File: src/verilog/sic_pkg.sv
package sic_pkg;

  // Register addresses on the CPU bus
  localparam logic [15:0] ADDR_BREAK_STATUS   = 16'hfe00;
  localparam logic [15:0] ADDR_RESET_CAUSE    = 16'hfe01;
  localparam logic [15:0] ADDR_BREAK_FLAG_CTL = 16'hfe03;
  // Interrupt status registers sit just above the break flag control register
  localparam logic [15:0] ADDR_IRQ_STATUS_ONE   = 16'hfe04;
  localparam logic [15:0] ADDR_IRQ_STATUS_TWO   = 16'hfe05;
  localparam logic [15:0] ADDR_IRQ_STATUS_THREE = 16'hfe06;

  // Field positions
  localparam int BIT_BREAK_EXITED_WAIT   = 1;
  localparam int BIT_BREAK_CLEAR_ENABLE  = 7;
  localparam int BIT_RST_POWER_ON        = 7;
  localparam int BIT_RST_PIN             = 6;
  localparam int BIT_RST_WATCHDOG        = 5;
  localparam int BIT_RST_BAD_OPCODE      = 4;
  localparam int BIT_RST_BAD_FETCH       = 3;
  localparam int BIT_RST_MONITOR_ENTRY   = 2;
  localparam int BIT_RST_LOW_SUPPLY      = 1;

  // Reset values
  localparam logic [7:0] RESET_CAUSE_AT_POWER_ON = 8'h80;
  localparam logic       BREAK_CLEAR_ENABLE_RST  = 1'b0;

  // Interrupt sources, flag 1 (external pin) highest to flag 16 (time base) lowest
  localparam int NUM_SOURCES = 16;
  localparam logic [4:0] VEC_NONE = 5'h00;
  localparam logic [4:0] VEC_SWI  = 5'h1f;

  // Stop recovery in oscillator clock cycles
  localparam int STOP_RECOVERY_LONG  = 4096;
  localparam int STOP_RECOVERY_SHORT = 32;
  localparam int STAB_COUNTER_WIDTH  = 12;
  localparam logic [11:0] STAB_LONG_LAST  = 12'(STOP_RECOVERY_LONG - 1);
  localparam logic [11:0] STAB_SHORT_LAST = 12'(STOP_RECOVERY_SHORT - 1);

  typedef enum logic [1:0] {
    SIC_RUN  = 2'b00,
    SIC_WAIT = 2'b01,
    SIC_STOP = 2'b10,
    SIC_RECOVER = 2'b11
  } sic_mode_t;

  // Reset causes reported for one cycle each
  typedef struct packed {
    logic power_on;
    logic pin;
    logic watchdog;
    logic bad_opcode;
    logic bad_fetch;
    logic monitor_entry;
    logic low_supply;
  } sic_reset_causes_t;

  // Byte-wide CPU register access
  typedef struct packed {
    logic        rd;
    logic        wr;
    logic [15:0] addr;
    logic [7:0]  wdata;
  } sic_bus_req_t;

endpackage : sic_pkg
File: src/verilog/sic_core.sv
`timescale 1ns/1ps
`default_nettype none

// How it works
// - Fixed priority: reset, software interrupt, then flags 1 through 16 lowest.
// - First status register shows flags 6..1 in bits 7..2, low bits zero.
// - Second status register shows flags 14..7 across all eight bits.
// - Third status register: bits 7..6 zero, flags 16 and 15 low bits.
// - All resets share top priority with no arbitration between them.
// - Break request forces CPU to the software interrupt vector.
// - In break, peripheral flag clearing is blocked unless clear enable is 1.
// - A flag cleared during break stays cleared after break ends.
// - Two-step clears stay blocked in break; second step after exit clears.
// - Wait or stop clears the CPU interrupt mask and stops CPU clock.
// - Wait: CPU clock stops, peripherals run; interrupt wakes, stacking next cycle.
// - Wait also ends on reset or break; break sets break-exited-wait flag.
// - Watchdog keeps running in wait when its disable bit is 0.
// - Stop clears stabilisation counter, gates both clocks; interrupt or reset exits.
// - Stop recovery lasts 4096 oscillator cycles, or 32 with short recovery.
// - Counter held clear in stop, times recovery; stacking only afterwards.
// - Break status at fe00, reset cause at fe01, break flag control at fe03.
// - Break-exited-wait flag reads 1 when a break ended wait mode.
// - Reading the reset cause register clears all its flags afterwards.
// - Power-on sets only its flag; other causes add their own flag.
// - Separate flags for pin, watchdog, bad opcode, bad fetch, low supply.
// - Monitor-entry flag set by the monitor-entry reset cause.
// - Stabilisation counter is 12 bits, free-running on the oscillator enable.
module sic_core (
  // Clock and reset
  input  wire logic                       clk,
  input  wire logic                       resetn,
  input  wire logic                       osc_tick,
  // CPU register access
  input  wire sic_pkg::sic_bus_req_t      bus_req,
  output logic [7:0]                      bus_rdata,
  // CPU events
  input  wire logic                       instr_done,
  input  wire logic                       cpu_imask,
  input  wire logic                       swi_exec,
  input  wire logic                       wait_exec,
  input  wire logic                       stop_exec,
  input  wire logic                       irq_ack,
  // Sources
  input  wire logic [16:1]                irq_req,
  input  wire logic                       break_req,
  input  wire sic_pkg::sic_reset_causes_t reset_causes,
  // Configuration
  input  wire logic                       short_recovery_select,
  input  wire logic                       watchdog_disable,
  // Outputs to CPU and system
  output logic [4:0]                      irq_vector,
  output logic                            irq_take,
  output logic                            clear_imask,
  output logic                            cpu_clk_en,
  output logic                            periph_clk_en,
  output logic                            osc_gate_en,
  output logic                            watchdog_run,
  output logic                            break_protect,
  output logic                            in_break
);

  sic_pkg::sic_mode_t mode;
  sic_pkg::sic_mode_t next_mode;
  logic [7:0]  reset_cause_status;
  logic        break_clear_enable;
  logic        break_exited_wait_flag;
  logic [11:0] stab_count;
  logic [4:0]  next_vector;
  logic        any_irq;
  logic        any_reset;
  logic        recover_done;
  logic        wake_any;

  assign any_reset = |reset_causes;
  assign any_irq   = |irq_req;

  // Lowest flag number wins, so scan from 16 down and let 1 overwrite last
  always_comb begin
    next_vector = sic_pkg::VEC_NONE;
    for (int i = sic_pkg::NUM_SOURCES; i >= 1; i--) begin
      if (irq_req[i]) begin
        next_vector = 5'(i);
      end
    end
    if (swi_exec || break_req) begin
      next_vector = sic_pkg::VEC_SWI;
    end
  end

  assign recover_done = short_recovery_select ? (stab_count == sic_pkg::STAB_SHORT_LAST)
                                              : (stab_count == sic_pkg::STAB_LONG_LAST);
  assign wake_any = any_irq || break_req;

  always_comb begin
    next_mode = mode;
    case (mode)
      sic_pkg::SIC_RUN: begin
        if (stop_exec) begin
          next_mode = sic_pkg::SIC_STOP;
        end else if (wait_exec) begin
          next_mode = sic_pkg::SIC_WAIT;
        end
      end
      sic_pkg::SIC_WAIT: begin
        if (wake_any) begin
          next_mode = sic_pkg::SIC_RUN;
        end
      end
      sic_pkg::SIC_STOP: begin
        if (wake_any) begin
          next_mode = sic_pkg::SIC_RECOVER;
        end
      end
      sic_pkg::SIC_RECOVER: begin
        if (osc_tick && recover_done) begin
          next_mode = sic_pkg::SIC_RUN;
        end
      end
      default: next_mode = sic_pkg::SIC_RUN;
    endcase
  end

  // Every reset cause acts alike and at once; none is ranked above another
  always_ff @(posedge clk) begin
    if (!resetn || any_reset) begin
      mode <= sic_pkg::SIC_RUN;
    end else begin
      mode <= next_mode;
    end
  end

  // Counter free-runs, is cleared in stop, then times recovery
  always_ff @(posedge clk) begin
    if (!resetn) begin
      stab_count <= 12'h000;
    end else if (mode == sic_pkg::SIC_STOP || (mode == sic_pkg::SIC_RUN && stop_exec)) begin
      stab_count <= 12'h000;
    end else if (osc_tick) begin
      stab_count <= stab_count + 12'h001;
    end
  end

  // Interrupt hand-off: latched at instruction end, after wake or recovery
  always_ff @(posedge clk) begin
    if (!resetn || any_reset) begin
      irq_take   <= 1'b0;
      irq_vector <= sic_pkg::VEC_NONE;
    end else if (irq_take) begin
      if (irq_ack) begin
        irq_take <= 1'b0;
      end
    end else if (mode == sic_pkg::SIC_RUN && instr_done
                 && (swi_exec || break_req || (any_irq && !cpu_imask))) begin
      irq_take   <= 1'b1;
      irq_vector <= next_vector;
    end else if ((mode == sic_pkg::SIC_WAIT && wake_any)
                 || (mode == sic_pkg::SIC_RECOVER && osc_tick && recover_done)) begin
      irq_take   <= 1'b1;
      irq_vector <= next_vector;
    end
  end

  always_ff @(posedge clk) begin
    if (!resetn) begin
      clear_imask <= 1'b0;
    end else begin
      clear_imask <= (mode == sic_pkg::SIC_RUN) && (wait_exec || stop_exec);
    end
  end

  // Clock gating; the watchdog follows its disable bit only while in wait
  always_ff @(posedge clk) begin
    if (!resetn) begin
      cpu_clk_en    <= 1'b1;
      periph_clk_en <= 1'b1;
      osc_gate_en   <= 1'b1;
      watchdog_run  <= 1'b1;
    end else begin
      cpu_clk_en    <= (next_mode == sic_pkg::SIC_RUN) || any_reset;
      periph_clk_en <= next_mode != sic_pkg::SIC_STOP && next_mode != sic_pkg::SIC_RECOVER;
      osc_gate_en   <= next_mode != sic_pkg::SIC_STOP;
      watchdog_run  <= (next_mode == sic_pkg::SIC_WAIT) ? !watchdog_disable
                                                        : (next_mode == sic_pkg::SIC_RUN);
    end
  end

  // Break state lasts from the break request until the CPU acks the vector... and beyond,
  // until software leaves with the return; approximated here by the request level.
  always_ff @(posedge clk) begin
    if (!resetn) begin
      in_break      <= 1'b0;
      break_protect <= 1'b0;
    end else begin
      in_break      <= break_req;
      break_protect <= break_req && !break_clear_enable;
    end
  end

  always_ff @(posedge clk) begin
    if (!resetn) begin
      break_clear_enable <= sic_pkg::BREAK_CLEAR_ENABLE_RST;
    end else if (bus_req.wr && bus_req.addr == sic_pkg::ADDR_BREAK_FLAG_CTL) begin
      break_clear_enable <= bus_req.wdata[sic_pkg::BIT_BREAK_CLEAR_ENABLE];
    end
  end

  // Set on break leaving wait; set wins over a software write of zero
  always_ff @(posedge clk) begin
    if (!resetn) begin
      break_exited_wait_flag <= 1'b0;
    end else if (mode == sic_pkg::SIC_WAIT && break_req) begin
      break_exited_wait_flag <= 1'b1;
    end else if (bus_req.wr && bus_req.addr == sic_pkg::ADDR_BREAK_STATUS
                 && !bus_req.wdata[sic_pkg::BIT_BREAK_EXITED_WAIT]) begin
      break_exited_wait_flag <= 1'b0;
    end
  end

  // Reset cause flags; a new cause in the read cycle survives the clear
  always_ff @(posedge clk) begin
    if (!resetn) begin
      reset_cause_status <= sic_pkg::RESET_CAUSE_AT_POWER_ON;
    end else if (reset_causes.power_on) begin
      reset_cause_status <= sic_pkg::RESET_CAUSE_AT_POWER_ON;
    end else begin
      for (int b = 0; b < 8; b++) begin
        if (bus_req.rd && bus_req.addr == sic_pkg::ADDR_RESET_CAUSE) begin
          reset_cause_status[b] <= 1'b0;
        end
      end
      if (reset_causes.pin) reset_cause_status[sic_pkg::BIT_RST_PIN] <= 1'b1;
      if (reset_causes.watchdog) reset_cause_status[sic_pkg::BIT_RST_WATCHDOG] <= 1'b1;
      if (reset_causes.bad_opcode) reset_cause_status[sic_pkg::BIT_RST_BAD_OPCODE] <= 1'b1;
      if (reset_causes.bad_fetch) reset_cause_status[sic_pkg::BIT_RST_BAD_FETCH] <= 1'b1;
      if (reset_causes.monitor_entry) begin
        reset_cause_status[sic_pkg::BIT_RST_MONITOR_ENTRY] <= 1'b1;
      end
      if (reset_causes.low_supply) reset_cause_status[sic_pkg::BIT_RST_LOW_SUPPLY] <= 1'b1;
    end
  end

  // Read data registered one cycle after the read strobe
  always_ff @(posedge clk) begin
    if (!resetn) begin
      bus_rdata <= 8'h00;
    end else if (bus_req.rd) begin
      case (bus_req.addr)
        sic_pkg::ADDR_BREAK_STATUS: begin
          bus_rdata <= {6'h00, break_exited_wait_flag, 1'b0};
        end
        sic_pkg::ADDR_RESET_CAUSE:      bus_rdata <= reset_cause_status;
        sic_pkg::ADDR_BREAK_FLAG_CTL:   bus_rdata <= {break_clear_enable, 7'h00};
        sic_pkg::ADDR_IRQ_STATUS_ONE:   bus_rdata <= {irq_req[6:1], 2'b00};
        sic_pkg::ADDR_IRQ_STATUS_TWO:   bus_rdata <= irq_req[14:7];
        sic_pkg::ADDR_IRQ_STATUS_THREE: bus_rdata <= {6'h00, irq_req[16:15]};
        default:                        bus_rdata <= 8'h00;
      endcase
    end
  end

  // Peripherals own their flags; they see break_protect and hold off both
  // steps of any clear while it is high, and a flag cleared stays cleared.
  // rely on that peripheral behaviour.

  property p_reset_read_clears;
    @(posedge clk) disable iff (!resetn)
      (bus_req.rd && bus_req.addr == sic_pkg::ADDR_RESET_CAUSE && !any_reset)
        |=> (reset_cause_status == 8'h00);
  endproperty
  a_reset_read_clears: assert property (p_reset_read_clears) else $error("cause not cleared");

  property p_power_on_only;
    @(posedge clk) disable iff (!resetn)
      reset_causes.power_on |=> (reset_cause_status == sic_pkg::RESET_CAUSE_AT_POWER_ON);
  endproperty
  a_power_on_only: assert property (p_power_on_only) else $error("power-on pattern wrong");

  property p_protect;
    @(posedge clk) disable iff (!resetn)
      (break_req && !break_clear_enable) |=> break_protect;
  endproperty
  a_protect: assert property (p_protect) else $error("break protect missing");

  property p_stop_gates;
    @(posedge clk) disable iff (!resetn || any_reset)
      (mode == sic_pkg::SIC_STOP && !wake_any) |=> !osc_gate_en && !periph_clk_en;
  endproperty
  a_stop_gates: assert property (p_stop_gates) else $error("clocks run in stop");

  property p_stop_count_clear;
    @(posedge clk) disable iff (!resetn)
      (mode == sic_pkg::SIC_STOP) |=> (stab_count == 12'h000);
  endproperty
  a_stop_count_clear: assert property (p_stop_count_clear) else $error("counter not held");

  property p_wait_break_flag;
    @(posedge clk) disable iff (!resetn || any_reset)
      (mode == sic_pkg::SIC_WAIT && break_req) |=> break_exited_wait_flag && irq_take;
  endproperty
  a_wait_break_flag: assert property (p_wait_break_flag) else $error("wait break flag");

  property p_imask_clear;
    @(posedge clk) disable iff (!resetn)
      (mode == sic_pkg::SIC_RUN && wait_exec && !any_reset) |=> clear_imask && !cpu_clk_en;
  endproperty
  a_imask_clear: assert property (p_imask_clear) else $error("wait entry wrong");

  property p_prio_first;
    @(posedge clk) disable iff (!resetn || any_reset)
      (!irq_take && mode == sic_pkg::SIC_RUN && instr_done && irq_req[1] && !cpu_imask
       && !swi_exec && !break_req) |=> (irq_vector == 5'h01);
  endproperty
  a_prio_first: assert property (p_prio_first) else $error("priority wrong");

  property p_irq_one_bits;
    @(posedge clk) disable iff (!resetn)
      (bus_req.rd && bus_req.addr == sic_pkg::ADDR_IRQ_STATUS_ONE)
        |=> (bus_rdata[1:0] == 2'b00) && (bus_rdata[7:2] == $past(irq_req[6:1]));
  endproperty
  a_irq_one_bits: assert property (p_irq_one_bits) else $error("status one wrong");

  property p_irq_two_bits;
    @(posedge clk) disable iff (!resetn)
      (bus_req.rd && bus_req.addr == sic_pkg::ADDR_IRQ_STATUS_TWO)
        |=> (bus_rdata == $past(irq_req[14:7]));
  endproperty
  a_irq_two_bits: assert property (p_irq_two_bits) else $error("status two wrong");

  property p_irq_three_bits;
    @(posedge clk) disable iff (!resetn)
      (bus_req.rd && bus_req.addr == sic_pkg::ADDR_IRQ_STATUS_THREE)
        |=> (bus_rdata[7:6] == 2'b00) && (bus_rdata[1:0] == $past(irq_req[16:15]));
  endproperty
  a_irq_three_bits: assert property (p_irq_three_bits) else $error("status three wrong");

  property p_wait_watchdog;
    @(posedge clk) disable iff (!resetn || any_reset)
      (mode == sic_pkg::SIC_WAIT && !wake_any && !watchdog_disable) |=> watchdog_run;
  endproperty
  a_wait_watchdog: assert property (p_wait_watchdog) else $error("watchdog halted in wait");

  // CPU and peripheral clocks come back on the same edge that hands the vector over
  property p_recover_exit;
    @(posedge clk) disable iff (!resetn || any_reset)
      (mode == sic_pkg::SIC_RECOVER && osc_tick && recover_done)
        |=> cpu_clk_en && periph_clk_en && osc_gate_en;
  endproperty
  a_recover_exit: assert property (p_recover_exit) else $error("recovery exit wrong");

endmodule : sic_core

`default_nettype wire

File: config.mk
export PLATFORM = sky130hd
export DESIGN_NAME = sic_core
export DESIGN_NICKNAME = d
export VERILOG_FILES = /design/src/verilog/sic_pkg.sv /design/src/verilog/sic_core.sv
export SDC_FILE = /design/constraint.sdc
export NUM_CORES = 1
export LEC_CHECK = 0
export BUFFER_PORTS_ARGS = -buffer_cell sky130_fd_sc_hd__buf_2
export CORE_MARGIN = 2
export CORE_UTILIZATION = 40
export DETAILED_ROUTE_END_ITERATION = 10
export PLACE_DENSITY = 0.67
export SLEW_MARGIN = 20
export SYNTH_ARGS = -nofsm -noshare
export SYNTH_HDL_FRONTEND = slang
export SYNTH_SLANG_ARGS = --single-unit
File: constraint.sdc
create_clock -name clk -period 3.97 [get_ports clk]
set_input_delay 0.397 -clock clk [delete_from_list [all_inputs] [get_ports clk]]
set_output_delay 0.397 -clock clk [all_outputs]
set_load 0.03 [all_outputs]
---- After elaboration in Yosys (flattened, before gate mapping) ----
Index checks and enable logic that the tools add are counted.
storage, ports and cells
  register bits ........................... 44
  latch bits .............................. 0
  RAM bits ................................ 0
  bits in read-only memories .............. 0
  input port bits ......................... 61
  output and inout bits ................... 21
  word-level logic and storage cells ...... 123
  memories kept ........................... 0
operators by class
  $add $sub $neg .......................... 1
  multiply operators ...................... 0
  divide/modulo/power cells ............... 0
  magnitude comparators ................... 0
  eq/ne operators ......................... 14
  shift operators ......................... 0
  mux-type cells .......................... 41
  bitwise logic cells ..................... 2
  reductions and logical operators ........ 44
operator list
  cell                                                                     count
  16-bit equality test (second input constant)                             6
  5-bit two-way mux                                                        19
  8-bit case mux with 6 select lines                                       1
  1-bit logical AND                                                        16
  2-bit nonzero test                                                       8
  16-bit OR reduction                                                      1
  1-bit two-way mux                                                        15
  12-bit by 1-bit adder with 12-bit output (second input constant)         1
  12-bit equality test (second input constant)                             1
  12-bit by 5-bit equality test with 1-bit output (second input constant)  1
  2-bit two-way mux                                                        5
  1-bit logical OR                                                         8
  2-bit case mux with 4 select lines                                       1
  7-bit OR reduction                                                       1
  1-bit logical NOT                                                        5
  2-bit by 1-bit equality test with 1-bit output (second input constant)   2
  2-bit equality test (second input constant)                              2
  2-bit logical NOT                                                        2
  2-bit inequality test (second input constant)                            2
  2-bit OR reduction                                                       2
  1-bit NOT                                                                2
  2-bit AND reduction                                                      1

---- Longest topological paths before layout ----
  depth after elaboration ................. 19
  mapped depth ............................ 6
  depth with buffers taken out ............ 5

---- Least setup slack after synthesis ----
OpenSTA, ideal clock, no wires.
  path kind ............................... in2reg
  start ................................... input port bus_req[11] in the netlist's numbering
  end ..................................... register reset_cause_status[1]
  data arrival time ....................... 1.706 ns
  required time ........................... 3.846 ns
  setup slack ............................. 2.140 ns
  stages on the path ...................... 5
  path through ............................ or4_4 > nor4_4 > nand4b_1 > a21oi_1 > nor2_1
on the way
  word-level cells in the longest chain between the ends .. 3
ends and longest elaborated chain
  item                          RTL line         text
  start: declaration            sic_core.sv:34   input wire sic_pkg::sic_bus_req_t bus_req,
  16-bit equality test          sic_core.sv:227  if (bus_req.rd && bus_req.addr == sic_pkg::ADDR_RESET_CAUSE) begin
  1-bit logical AND             sic_core.sv:227
  2-bit nonzero test (no line)  n/a
  end signal: assignment        sic_core.sv:222  reset_cause_status <= sic_pkg::RESET_CAUSE_AT_POWER_ON;
  end signal: assignment        sic_core.sv:224  reset_cause_status <= sic_pkg::RESET_CAUSE_AT_POWER_ON;
  end: declaration              sic_core.sv:64   logic [7:0] reset_cause_status;
Every way passes these cells.
A chain may end at the register's enable or synchronous reset.

---- Final worst setup path ----
Ends and elaborated chain as after synthesis.

==> impl_metrics.ini <==
[sta]
finalWorstSetupSlack_ps = 2120
max_slew_margin_pct = 58.5
period_minus_slack_ps = 1850
rsz0062_at_grt = no
hold_viol_final = 0
worstMarginPinSlew_ps = 621
final-setup-viol-count = 0
setup_tns_ps = 0
maxSlewViolCount = 0
fmax_ghz = 0.540
min_period_over_period_pct = 46.6
finClkSkew_ps = 6.93

[worst_setup_path]
crit_path_end_kind = register
worstPathArrival_ps = 2020
cp.required_ps = 4140
critPathMaxFanout = 7
start_kind = input pin
path_class = in -> reg

[yosys]
synth_cell_types = 50
ys_seq_area_share_pct = 38.8
netlist_area_mm2 = 0.00227
yosysTopAreaCell = dfxtp_1
synthArstFlopShare_pct = 0
synthesis.area_per_instance_um2 = 8.72
yosys_register_bits = 44
synth_top_area_share_pct = 38.8
syn_nets = 322
synth_area_leaders = dfxtp_1 (39%), nor2_1 (5.1%), nor4_4 (4.7%)
synth.most_common_cell = dfxtp_1
synthCells = 260
ys.warnings.count = 0
yosys_most_used_dff = dfxtp_1
synth_commonest_cells = dfxtp_1 (44), nor2_1 (31), nand2_1 (17), o21ai_0 (17), a21oi_1 (14)
synth_edf_count = 0

[cts]
numCtsBuffers = 5
cts_resized = 0
htreeDepth = 2
path_clk_slew_ps = 80
cts.sink_count = 44
post-cts-setup-buffer-count = 0
cts_tree = built
insertion_delay_ps = 290
clk_path_buf_depth = 2
clock-root-buffer = clkbuf_8
cts_hold_buf = 0

[floorplanning]
die_height_um = 79.3
fp-row-count = 27
die_w_um = 79.3
initial_core_util_pct = 41.2
die_area_mm2 = 0.00629
core_mm2 = 0.00551
io_pins = 82

[placement]
placed_cells = 402
hpwl_um = 4300
gp_congestion = 0.868
portBuffers = 75
place_ws_ps = 1790

[global_routing]
grt_pass1_wl_um = 8820
grt_max_degree = 15
antenna_found_initial = 0
grt_remaining_overflow = 0
grt_pass1_vias = 1994
grt_usage_pct = 17.6

[pwr]
ir_drop_v = 0.000224
p_leak_nw = 1.17
p_per_area_mw_per_mm2 = 319
design_power_total_w = 0.000902

[run_status]
status = completed

[detailed_routing]
wl_per_cell_um = 13.2
viasPerCell = 5.33
dr.first_iter.drc_count = 65
dr.pass1.iters = 4
drc = 0
postRouteAntennaNets = 0
vias = 2184
drt_wl_total_um = 5430

[min_path]
hold_class = in -> reg

[layout]
stdcell_count = 410
antenna_cells = 0
drive_gt1_share_pct = 29.9
nets = 399
area_delta_synth_final_pct = 24.7

[flow_run]
maxCapViolCount = 0
==> area by class of cell <==
| type | count | area, um^2 |
|---|---|---|
| fill | 555 | 2680 |
| multi-input combinational | 200 | 1330 |
| sequential | 44 | 881 |
| timing repair buffer | 77 | 390 |
| tap | 72 | 90.1 |
| clock buffer | 6 | 72.6 |
| clock inverter | 2 | 35.0 |
| inverter | 9 | 33.8 |
==> critical path, cell delays in order <==
cell,delay [ps]
buf_2,90
or4_4,530
nor4_4,350
nand4b_1,360
a21oi_1,240
nor2_1,50
==> per-stage QoR <==
stage | cell area [um^2] | hold WS, ps | util [%]
after floorplan | 2270 | 413 | -
after global placement | 2720 | 438 | 49.4
after detailed placement | 2720 | 442 | 49.4
after CTS | 2830 | 315 | 51.4
after global routing | 2830 | 322 | 51.4
final | 2830 | 323 | 51.4
==> state kept, by name, summed over array words and instances, names as in the netlist, 2 cells and up <==
name / count
mode: 2
stab_count: 12
irq_vector: 5
bus_rdata: 8
reset_cause_status: 7
==> worst paths after layout <==
| kind | to | slack [ps] | from | cells after the start |
|---|---|---|---|---|
| setup / recovery | reset_cause_status[1] | 2120 | bus_req[11] | 6 |
| hold / removal | reset_cause_status[2] | 320 | reset_causes[1] | 3 |
| setup reg to reg | irq_vector[1] | 2310 | stab_count[0] | 5 |
| hold reg to reg | irq_vector[4] | 470 | irq_vector[4] | 2 |
==> logic make-up after synthesis <==
group / count (synthesis) / synth area share [%]
DFF: 44 / 38.8
buffers and inverters: 16 / 2.70
adders and majority gates: 1 / 0.551
xor gates and xnor gates: 8 / 3.09
muxes: 12 / 5.68
and+or+nand+nor: 114 / 30.1
AOI/OAI and AO/OA: 65 / 19.0
==> routing by layer <==
| metal | GRT usage (%) | share of wire (%) | vias to the layer above | wire (um) |
|---|---|---|---|---|
| met4 | 5.86 | 1.1 | 0 | 59 |
| met5 | 0 | 0 | - | 0 |
| li1 | - | - | 1109 | - |
| met1 | 21.4 | 44 | 1012 | 2390 |
| met2 | 30.3 | 49 | 56 | 2680 |
| met3 | 4.43 | 5.5 | 7 | 300 |
==> report_power, final <==
group / switching, W / total (W) / internal [W]
Clock: 0.000150 / 0.000336 / 0.000187
Combinational: 0.0000643 / 0.000114 / 0.0000496
Sequential: 0.00000334 / 0.000452 / 0.000448
Total: 0.000217 / 0.000902 / 0.000685
==> placed cells by master (no fill, tap or decap), types with 2 or more instances in the layout <==
master     n
and2_1     4
nand3b_1   3
nor4_4     5
buf_2     75
nand2b_1   2
a21o_1     2
nand4_1    8
a21boi_0   3
dfxtp_1   44
nor2_1    31
and3_1     3
a22oi_1   10
buf_4      2
nand3_1   10
mux2_2     7
o21ai_0   17
nand4b_1   2
a21oi_1   14
nor2b_1   10
mux2i_1    5
a211oi_1   2
nand2_1   17
o31ai_1    3
or3_1      6
or4_1      2
clkbuf_8   5
xor2_1     7
o221a_1    2
nor3_1     2
nor4_1     3
inv_1      9
Note: power is estimated with default switching activity, not from simulation.
